## config.mk

```make
export PLATFORM = sky130hd
export DESIGN_NAME = sacif_top
export DESIGN_NICKNAME = d
export VERILOG_FILES = /design/src/sacif_pkg.sv /design/src/sacif_sync.sv /design/src/sacif_top.sv
export SDC_FILE = /design/constraint.sdc
export NUM_CORES = 1
export LEC_CHECK = 0
export ABC_AREA = 1
export ABC_CLOCK_PERIOD_IN_PS = 1650
export BUFFER_PORTS_ARGS = -buffer_cell sky130_fd_sc_hd__buf_2
export CORE_MARGIN = 5
export CORE_UTILIZATION = 50
export CTS_CLUSTER_DIAMETER = 100
export CTS_CLUSTER_SIZE = 16
export DETAILED_ROUTE_END_ITERATION = 7
export PLACE_DENSITY = 0.82
export SYNTH_ARGS = -nofsm -noshare
export SYNTH_HDL_FRONTEND = slang
export SYNTH_SLANG_ARGS = --single-unit
```

## constraint.sdc

```tcl
create_clock -name core_clk -period 1.65 [get_ports core_clk]
set_clock_uncertainty 0.05 [all_clocks]
set_input_delay 0.2475 -clock core_clk [delete_from_list [all_inputs] [get_ports core_clk]]
set_output_delay 0.2475 -clock core_clk [all_outputs]
set_load 0.02 [all_outputs]
```

## src/sacif_pkg.sv

```systemverilog
// Behaviour
// - The single serial clock times the conversion, the acquisition and the serial exchange.
// - Each rising serial clock edge of the address phase shifts the serial input bit into the address shift register.
// - Address bits are captured only while chip select is low.
// - Chip select low enables address loading, result shifting and clocked conversion; high stops them.
// - The loaded address selects the channel connected for the next conversion.
// - The address also sets single-ended or differential mode across up to eight inputs.
// - Falling serial clock edges shift the result out, least significant bit first, sign bit last.
// - The serial output stays undriven until a conversion is done and chip select is low.
// - Power-down high powers the converter down; low keeps it running.
// - The status output is undriven while chip select is high.
// - With chip select low the status output is high during acquisition and conversion and low otherwise.
package sacif_pkg;
    localparam int          ADDR_BITS      = 4;
    localparam int          RESULT_BITS    = 11;
    localparam int          CHANNELS       = 8;
    localparam int          CH_BITS        = 3;
    localparam int          MODE_BIT_POS   = 3;
    localparam int          CH_LSB_POS     = 0;
    localparam int          ACQ_CYCLES     = 4;
    localparam int          CONV_CYCLES    = 11;
    localparam int          CNT_BITS       = 5;
    localparam real         SCLK_MIN_KHZ   = 5.0;
    localparam real         SCLK_MAX_KHZ   = 3000.0;
    localparam logic [3:0]  ADDR_RESET     = 4'h0;
    // Pin idle levels: serial clock low, deselected, address low, powered up
    localparam logic [3:0]  PIN_IDLE       = 4'h4;

    typedef enum logic [1:0] {
        SACIF_IDLE = 2'b00,
        SACIF_ACQ  = 2'b01,
        SACIF_CONV = 2'b10,
        SACIF_OUT  = 2'b11
    } sacif_state_t;
endpackage : sacif_pkg

```

## src/sacif_sync.sv

```systemverilog
`timescale 1ns/10ps
`default_nettype none
module sacif_sync #(
    parameter int               WIDTH     = 4,
    parameter logic [WIDTH-1:0] RESET_VAL = '0
) (
    // Clock and reset
    input  wire logic             core_clk,
    input  wire logic             rst,
    input  wire logic             clk_en,
    // Asynchronous in, synchronous out
    input  wire logic [WIDTH-1:0] async_in,
    output logic      [WIDTH-1:0] sync_out
);
    logic [WIDTH-1:0] stage1_reg;

    always_ff @(posedge core_clk or posedge rst) begin
        if (rst) begin
            stage1_reg <= RESET_VAL;
            sync_out   <= RESET_VAL;
        end else if (clk_en) begin
            stage1_reg <= async_in;
            sync_out   <= stage1_reg;
        end
    end
endmodule : sacif_sync
`default_nettype wire

```

## src/sacif_top.sv

```systemverilog
`timescale 1ns/10ps
`default_nettype none
module sacif_top #(
    parameter int ADDR_W = sacif_pkg::ADDR_BITS,
    parameter int RES_W  = sacif_pkg::RESULT_BITS
) (
    // Clock and reset
    input  wire logic                           core_clk,
    input  wire logic                           rst,
    input  wire logic                           clk_en,
    // Serial link pins
    input  wire logic                           serial_clk_in,
    input  wire logic                           chip_sel_n_in,
    input  wire logic                           serial_addr_in,
    input  wire logic                           power_down_in,
    output logic                                serial_data_out,
    output logic                                serial_data_oe_n,
    output logic                                conversion_active_out,
    output logic                                conversion_active_oe_n,
    // Analog front end control
    output logic [sacif_pkg::CH_BITS-1:0]       mux_channel,
    output logic                                mux_differential,
    output logic                                powered_down,
    output logic                                sample_hold,
    output logic                                compare_strobe,
    input  wire logic [RES_W-1:0]               result_bits
);
    import sacif_pkg::*;

    logic [3:0]        pins_sync;
    logic              sclk_s;
    logic              cs_n_s;
    logic              din_s;
    logic              pd_s;
    logic              sclk_d_reg;
    logic              rise;
    logic              fall;
    logic [ADDR_W-1:0] shift_reg;
    logic [ADDR_W-1:0] addr_reg;
    logic [CNT_BITS-1:0] cnt_reg;
    logic [RES_W-1:0]  out_reg;
    logic              done_reg;
    sacif_state_t      state_reg;

    ////////////////////////////////////////////////////////////////////////
    // Pins cross into core_clk before any logic sees them
    // Reset to idle pin levels, so no false select or edge follows reset
    sacif_sync #(
        .WIDTH     (4),
        .RESET_VAL (PIN_IDLE)
    ) u_sync (
        .core_clk (core_clk),
        .rst      (rst),
        .clk_en   (clk_en),
        .async_in ({serial_clk_in, chip_sel_n_in, serial_addr_in, power_down_in}),
        .sync_out (pins_sync)
    );
    assign sclk_s = pins_sync[3];
    assign cs_n_s = pins_sync[2];
    assign din_s  = pins_sync[1];
    assign pd_s   = pins_sync[0];

    always_ff @(posedge core_clk or posedge rst) begin
        if (rst) begin
            sclk_d_reg <= 1'b0;
        end else if (clk_en) begin
            sclk_d_reg <= sclk_s;
        end
    end
    assign rise = clk_en && !cs_n_s && sclk_s && !sclk_d_reg;
    assign fall = clk_en && !cs_n_s && !sclk_s && sclk_d_reg;

    ////////////////////////////////////////////////////////////////////////
    // Address shift register; loaded word taken at acquisition start
    always_ff @(posedge core_clk or posedge rst) begin
        if (rst) begin
            shift_reg <= '0;
        end else if (rise && state_reg == SACIF_IDLE) begin
            shift_reg <= {shift_reg[ADDR_W-2:0], din_s};
        end
    end

    always_ff @(posedge core_clk or posedge rst) begin
        if (rst) begin
            addr_reg <= ADDR_W'(ADDR_RESET);
        end else if (rise && state_reg == SACIF_IDLE && cnt_reg == CNT_BITS'(ADDR_W - 1)) begin
            addr_reg <= {shift_reg[ADDR_W-2:0], din_s};
        end
    end
    assign mux_channel      = addr_reg[CH_LSB_POS +: CH_BITS];
    assign mux_differential = addr_reg[MODE_BIT_POS];

    ////////////////////////////////////////////////////////////////////////
    // Sequencer: address, acquisition, conversion, result out
    always_ff @(posedge core_clk or posedge rst) begin
        if (rst) begin
            state_reg <= SACIF_IDLE;
            cnt_reg   <= '0;
            done_reg  <= 1'b0;
        end else if (clk_en) begin
            if (pd_s) begin
                state_reg <= SACIF_IDLE;
                cnt_reg   <= '0;
                done_reg  <= 1'b0;
            end else if (cs_n_s) begin
                // Deselect aborts a frame; a finished result stays readable
                if (state_reg != SACIF_OUT) begin
                    state_reg <= SACIF_IDLE;
                end
                cnt_reg <= '0;
            end else if (rise) begin
                unique case (state_reg)
                    SACIF_IDLE: begin
                        if (cnt_reg == CNT_BITS'(ADDR_W - 1)) begin
                            state_reg <= SACIF_ACQ;
                            cnt_reg   <= '0;
                            done_reg  <= 1'b0;
                        end else begin
                            cnt_reg <= cnt_reg + 1'b1;
                        end
                    end
                    SACIF_ACQ: begin
                        if (cnt_reg == CNT_BITS'(ACQ_CYCLES - 1)) begin
                            state_reg <= SACIF_CONV;
                            cnt_reg   <= '0;
                        end else begin
                            cnt_reg <= cnt_reg + 1'b1;
                        end
                    end
                    SACIF_CONV: begin
                        if (cnt_reg == CNT_BITS'(CONV_CYCLES - 1)) begin
                            state_reg <= SACIF_OUT;
                            cnt_reg   <= '0;
                            done_reg  <= 1'b1;
                        end else begin
                            cnt_reg <= cnt_reg + 1'b1;
                        end
                    end
                    SACIF_OUT: begin
                        if (cnt_reg == CNT_BITS'(RES_W - 1)) begin
                            state_reg <= SACIF_IDLE;
                            cnt_reg   <= '0;
                        end else begin
                            cnt_reg <= cnt_reg + 1'b1;
                        end
                    end
                endcase
            end
        end
    end

    ////////////////////////////////////////////////////////////////////////
    // Result capture and shift out
    always_ff @(posedge core_clk or posedge rst) begin
        if (rst) begin
            out_reg <= '0;
        end else if (rise && state_reg == SACIF_CONV && cnt_reg == CNT_BITS'(CONV_CYCLES - 1)) begin
            out_reg <= result_bits;
        end else if (fall && state_reg == SACIF_OUT && done_reg) begin
            out_reg <= {1'b0, out_reg[RES_W-1:1]};
        end
    end

    always_ff @(posedge core_clk or posedge rst) begin
        if (rst) begin
            serial_data_out <= 1'b0;
        end else if (fall && state_reg == SACIF_OUT && done_reg) begin
            serial_data_out <= out_reg[0];
        end
    end

    ////////////////////////////////////////////////////////////////////////
    // Pin drivers; enables are active low
    // drive after conversion
    assign serial_data_oe_n = !(done_reg && !cs_n_s && state_reg == SACIF_OUT);
    assign conversion_active_oe_n = cs_n_s;
    assign conversion_active_out = !cs_n_s &&
                                   (state_reg == SACIF_ACQ || state_reg == SACIF_CONV);
    assign powered_down   = pd_s;
    assign sample_hold    = state_reg == SACIF_ACQ;
    // Analog step advances once per serial clock, so timing tracks the host
    assign compare_strobe = rise && state_reg == SACIF_CONV;
endmodule : sacif_top
`default_nettype wire

```

======== Word level (Yosys, flattened, before mapping) ========
Cells that the tools add are included.
word-level totals
  bits of input ports ..................... 18
  output and inout port bits .............. 11
  word-level logic and storage cells ...... 77
  register bits ........................... 36
cells by class
  equal/unequal tests ..................... 14
  reductions and logical operators ........ 29
  add/subtract/negate cells ............... 1
  muxes and demuxes ....................... 23
operator list
  cell                                           number
  two-way mux 5 bit                              5
  two-way mux 11 bit                             2
  two-way mux 2 bit                              8
  logical AND 1 bit                              14
  one-hot mux 5 bit (2 select lines)             1
  != test 4 x 1 -> 1 bit, second input constant  2
  != test 4 x 2 -> 1 bit, second input constant  2
  one-hot mux 2 bit (4 select lines)             1
  AND reduction 7 bit                            1
  AND reduction 6 bit                            1
  nonzero test 3 bit                             2
  adder 5 x 1 -> 5 bit, second input constant    1
  == test 5 x 2 -> 1 bit, second input constant  1
  == test 5 x 4 -> 1 bit, second input constant  1
  two-way mux 1 bit                              5
  == test 2 bit, second input constant           2
  logical NOT 1 bit                              4
  != test 2 bit, second input constant           2
  nonzero test 2 bit                             2
  OR reduction 2 bit                             2
  != test 3 x 1 -> 1 bit, second input constant  1
  != test 3 x 2 -> 1 bit, second input constant  1
  != test 3 bit, second input constant           1
  == test 2 x 1 -> 1 bit, second input constant  1
  other kinds (4)                                4

======== Logic depth before layout (Yosys ltp) ========
  word-level depth ........................ 8
  depth in mapped cells ................... 11
  gate-level depth less buffers ........... 11

======== Modules after synthesis ========
Synthesis repeated with hierarchy kept, for this count alone.
second synthesis, totals
  cell total of the unflattened synthesis .. 248
  area, all modules ....................... 1,919.3 um^2
by module, submodules not included
  module      times used  seq. area each (um^2)  area an instance (um^2)  cells each
  sacif_top   1           700.7                  1,607.8                  213
  sacif_sync  1           202.7                  311.5                    35

======== Least setup slack after synthesis ========
No wires, ideal clock.
  path kind ............................... register to register
  from .................................... reg state_reg[1]
  to ...................................... reg state_reg[0]
  data required time ...................... 1.483 ns
  stages on the path, launching flop included .. 10
  path slack .............................. 0.168 ns
  setup time .............................. 0.117 ns
  arrival ................................. 1.316 ns
  path through ............................ dfrtp_1 > inv_1 > ha_1 > or2_2 > nand2_1 > nand2_1 > nand2_1 > nand2_1 > nand2_1 > nand2_1
between the ends
  word-level cells in the longest chain between the ends .. 5
ends and longest elaborated chain
  element                             RTL line          source
  start, declared                     sacif_top.sv:43   sacif_state_t state_reg;
  start signal, assigned              sacif_top.sv:97   state_reg <= SACIF_IDLE;
  start signal, assigned              sacif_top.sv:102  state_reg <= SACIF_IDLE;
  start signal, assigned              sacif_top.sv:108  state_reg <= SACIF_IDLE;
  == test 2 x 1 -> 1 bit *            n/a
  named net sample_hold               sacif_top.sv:24   output logic sample_hold,
  one-hot mux 2 bit (4 select lines)  sacif_top.sv:112  unique case (state_reg)
  two-way mux 2 bit                   sacif_top.sv:111  end else if (rise) begin
  two-way mux 2 bit                   sacif_top.sv:105  end else if (cs_n_s) begin
  two-way mux 2 bit                   sacif_top.sv:101  if (pd_s) begin
The timed path passes the listed nets; every way through them passes the cells marked *. The select of a mux whose other input is x is not followed.
A chain may end at the register's enable or synchronous reset.

======== Final worst setup path ========
  from .................................... reg state_reg[0]
  to ...................................... out conversion_active_out
between the ends
  word-level cells in the longest chain between the ends .. 3
ends and longest elaborated chain
  element                                                         RTL line          source
  == test 2 x 1 -> 1 bit / == test 2 bit (equally long branches)  sacif_top.sv:178  (state_reg == SACIF_ACQ || state_reg == SACIF_CONV);
  logical OR 1 bit *                                              sacif_top.sv:178
  logical AND 1 bit *                                             sacif_top.sv:177  assign conversion_active_out = !cs_n_s &&
  end, declared                                                   sacif_top.sv:18   output logic conversion_active_out,
Mark *: on every way between the ends. The rest lies on a longest branch, timed or not.

==> results.ini <==
[outcome]
run_status=finished, final reports clean

[clock_network]
insertion_delay_ns=0.29
clock_tree_from_tritoncts=built
clock_sink_count=36
cts_htree_levels=2
clkSlewWorstSetupHoldPaths_ns=0.07
cts.root.buffer_cell=sky130_fd_sc_hd__clkbuf_8
ctsLongestPathBuffers=2
cts_hold_buf=0
cts_buffers=5

[grt]
wire_length_of_the_first_global_routing_pass_um=6420
grt_antenna_before_repair=0
globalRouteTotalUtil_pct=16.1
grt_start_max_net_pins=37
number_of_global_route_vias_before_repair=1509
grt_overflow=0

[yosys]
syn_inst=235
synth_fp_nets=260
synth_fa_ha_area_share_pct=4.76
ys_types=23
synth.area.mux_share_pct=0
synth_sequential_area_ratio_pct=49.1
synthesis.yosys.warnings=0
compound_gate_portion_of_the_synthesized_area_pct=5.03
avgSynthCellArea_um2=7.83
synth.cell_area_um2=1840
post_synth_xor_area_fraction_pct=0.476
dominant_combinational_cell_family_by_area_after_synthesis=simple AND/OR/NAND/NOR gates
post_synth_and_or_nand_nor_area_fraction_pct=33.1
ys_ff_latch=36

[placed_design]
io_buffers=28
dpl.hpwl_um=2640
routabilityCongestion=0.861
dpl_cell_area_um2=2040

[sta]
fmax_ghz=0.615
relSlewSlack_pct=70.7
final-max-slew-violation-count=0
tightest_slew_ns=0.440
fin_crit_sh_pct=98.6
rsz0062_at_grt=true
timing.final.setup_violations=0
final_period_minus_worst_setup_slack_ns=1.63
hold_viol_final=0

[detailed_routing]
first_pass_iteration_count_of_the_detailed_router=4
via_count=1587
drt-initial-drc-count=72
detail_route.wirelength_um=3660
avgViaCountPerCell=4.91
final_antenna_net_count=0
wl_per_cell_um=11.3
post_route_drc_violation_count=0

[setup_path]
largest_fanout_of_any_net_on_the_critical_path=4
worstSetupStartpointType=flip-flop
timing.critical_path.to_type=primary output
worst-endpoint-arrival_ns=1.33
flop2flop_setup_slack_ns=0.07
path_class=reg2out
worst-endpoint-required_ns=1.35

[layout]
antennaDiodeCount=0
final_cell_mix=sky130_fd_sc_hd__nand2_1, sky130_fd_sc_hd__dfrtp_1, sky130_fd_sc_hd__nand3_1, sky130_fd_sc_hd__buf_2, sky130_fd_sc_hd__inv_1
design.final.nets=299
drive_above_1_share_pct=23.3
largest_register_ffs=11
area_of_all_placed_cells_without_fillers_um2=2210
n_fill_cell=330
synthesis_to_layout_area_growth_pct=20.1
most_common_library_cell_in_the_layout_ignoring_fill_and_taps=sky130_fd_sc_hd__nand2_1

[pwr]
cellLeakagePower_uw=0.00120
largest_vdd_supply_drop_v=0.000869
total_switching_power_uw=914
power.share.clock_pct=27.3
swShare_pct=33.6
total_power_uw=2720
seq_power_share_pct=40.9
comb_power_share_pct=31.9
power_per_standard_cell_area_nw_per_um2=1230
power.internal_uw=1800

[die]
fp.dieH_um=70.7
initial_utilization_pct=51.0
die_x_um=70.7
ioPinCount=29
design.die.area_um2=4990
core_area_um2=3610
row_count=22

[run]
cap_violations=0

[min_path]
hold_path.class=in2async

## final cells by class
| class | count | area (um2) | share of cell area, % |
|---|---|---|---|
| Clock buffer | 6 | 72.6 | 3.29 |
| Clock inverter | 2 | 35.0 | 1.59 |
| Inverter | 27 | 101 | 4.59 |
| Multi-Input combinational cell | 166 | 813 | 36.8 |
| Sequential cell | 36 | 903 | 40.9 |
| Tap cell | 48 | 60.1 | 2.72 |
| Timing Repair Buffer | 38 | 223 | 10.1 |
## timing repair
item | in CTS | in global routing
buffers inserted | 4 | 1
pin swaps | 1 | 1
setup endpoints to repair | 2 | 8
resized for setup | 4 | 6
gates cloned | 0 | 0
hold endpoints to repair | 0 | 0
## power groups by stage
stage / logic, uW / registers [uW] / clock network [uW]
floorplan: 537 / 1140 / 0
global placement: 730 / 1120 / 0
detailed placement: 747 / 1130 / 0
CTS: 827 / 1110 / 762
global route: 978 / 1130 / 814
finish: 866 / 1110 / 740
## cell usage after synthesis, drive strengths merged
cell   number  area, um2
nand3      30        155
nor3        2       10.0
nor2       14       65.1
or2         1       6.26
dfrtp      34        851
a21oi       4       20.0
nand4       4       31.3
inv        27        101
buf         6       36.3
nand2      89        342
xor2        1       8.76
o21a        1       7.51
ha          7       87.6
dfstp       2       52.6
o21ai      13       65.1
## path summary, 6_finish.rpt
kind                                                   from                                to  cells past startpoint
max reg2reg                        state_reg[0]$_DFFE_PP0P_          state_reg[0]$_DFFE_PP0P_                      9
min                                                     rst            out_reg[5]$_DFFE_PP0P_                      3
max in group asynchronous                               rst    u_sync.sync_out[2]$_DFFE_PP1P_                      3
min in group core_clk                         chip_sel_n_in  u_sync.stage1_reg[2]$_DFFE_PP1P_                      3
min reg2reg                u_sync.stage1_reg[2]$_DFFE_PP1P_  u_sync.stage1_reg[2]$_DFFE_PP1P_                      2
max                                state_reg[0]$_DFFE_PP0P_             conversion_active_out                      5
## critical path, cell delays in order, from the launching register on
cell                      delay, ns
sky130_fd_sc_hd__dfrtp_1       0.41
sky130_fd_sc_hd__inv_2         0.08
sky130_fd_sc_hd__ha_1          0.30
sky130_fd_sc_hd__inv_2         0.04
sky130_fd_sc_hd__nor2_1        0.08
sky130_fd_sc_hd__buf_4         0.14
## layer usage
layer | global-route usage [%] | routed length [um]
met1 | 19.5 | 1630
met2 | 26.0 | 1720
met4 | 7.10 | 75
met3 | 5.82 | 231
met5 | 0 | 0
## cell families (layout without fill, tap and decap cells)
group           count (synthesis)  in the layout
simple gates                  140            140
xor+xnor                        1              1
flops                          36             36
compound gates                 18             18
buf+inv                        33             73
fa+ha+maj                       7              7
## through the flow
step / hold WS (ns) / TNS [ns] / instances / setup slack, ns / utilization (%)
finish: 0.000288 / 0 / 323 / 0.0238 / 61.2
global route: 0.0579 / -0.128 / 323 / -0.0463 / 61.2
CTS: 0.0152 / 0 / 322 / 0.00360 / 60.8
detailed placement: 0.325 / 0 / 310 / 0.0851 / 56.6
global placement: 0.320 / 0 / 310 / 0.124 / 56.6
floorplan: 0.293 / 0 / 235 / 0.168 / -
Note: power is estimated with default switching activity, not from simulation.
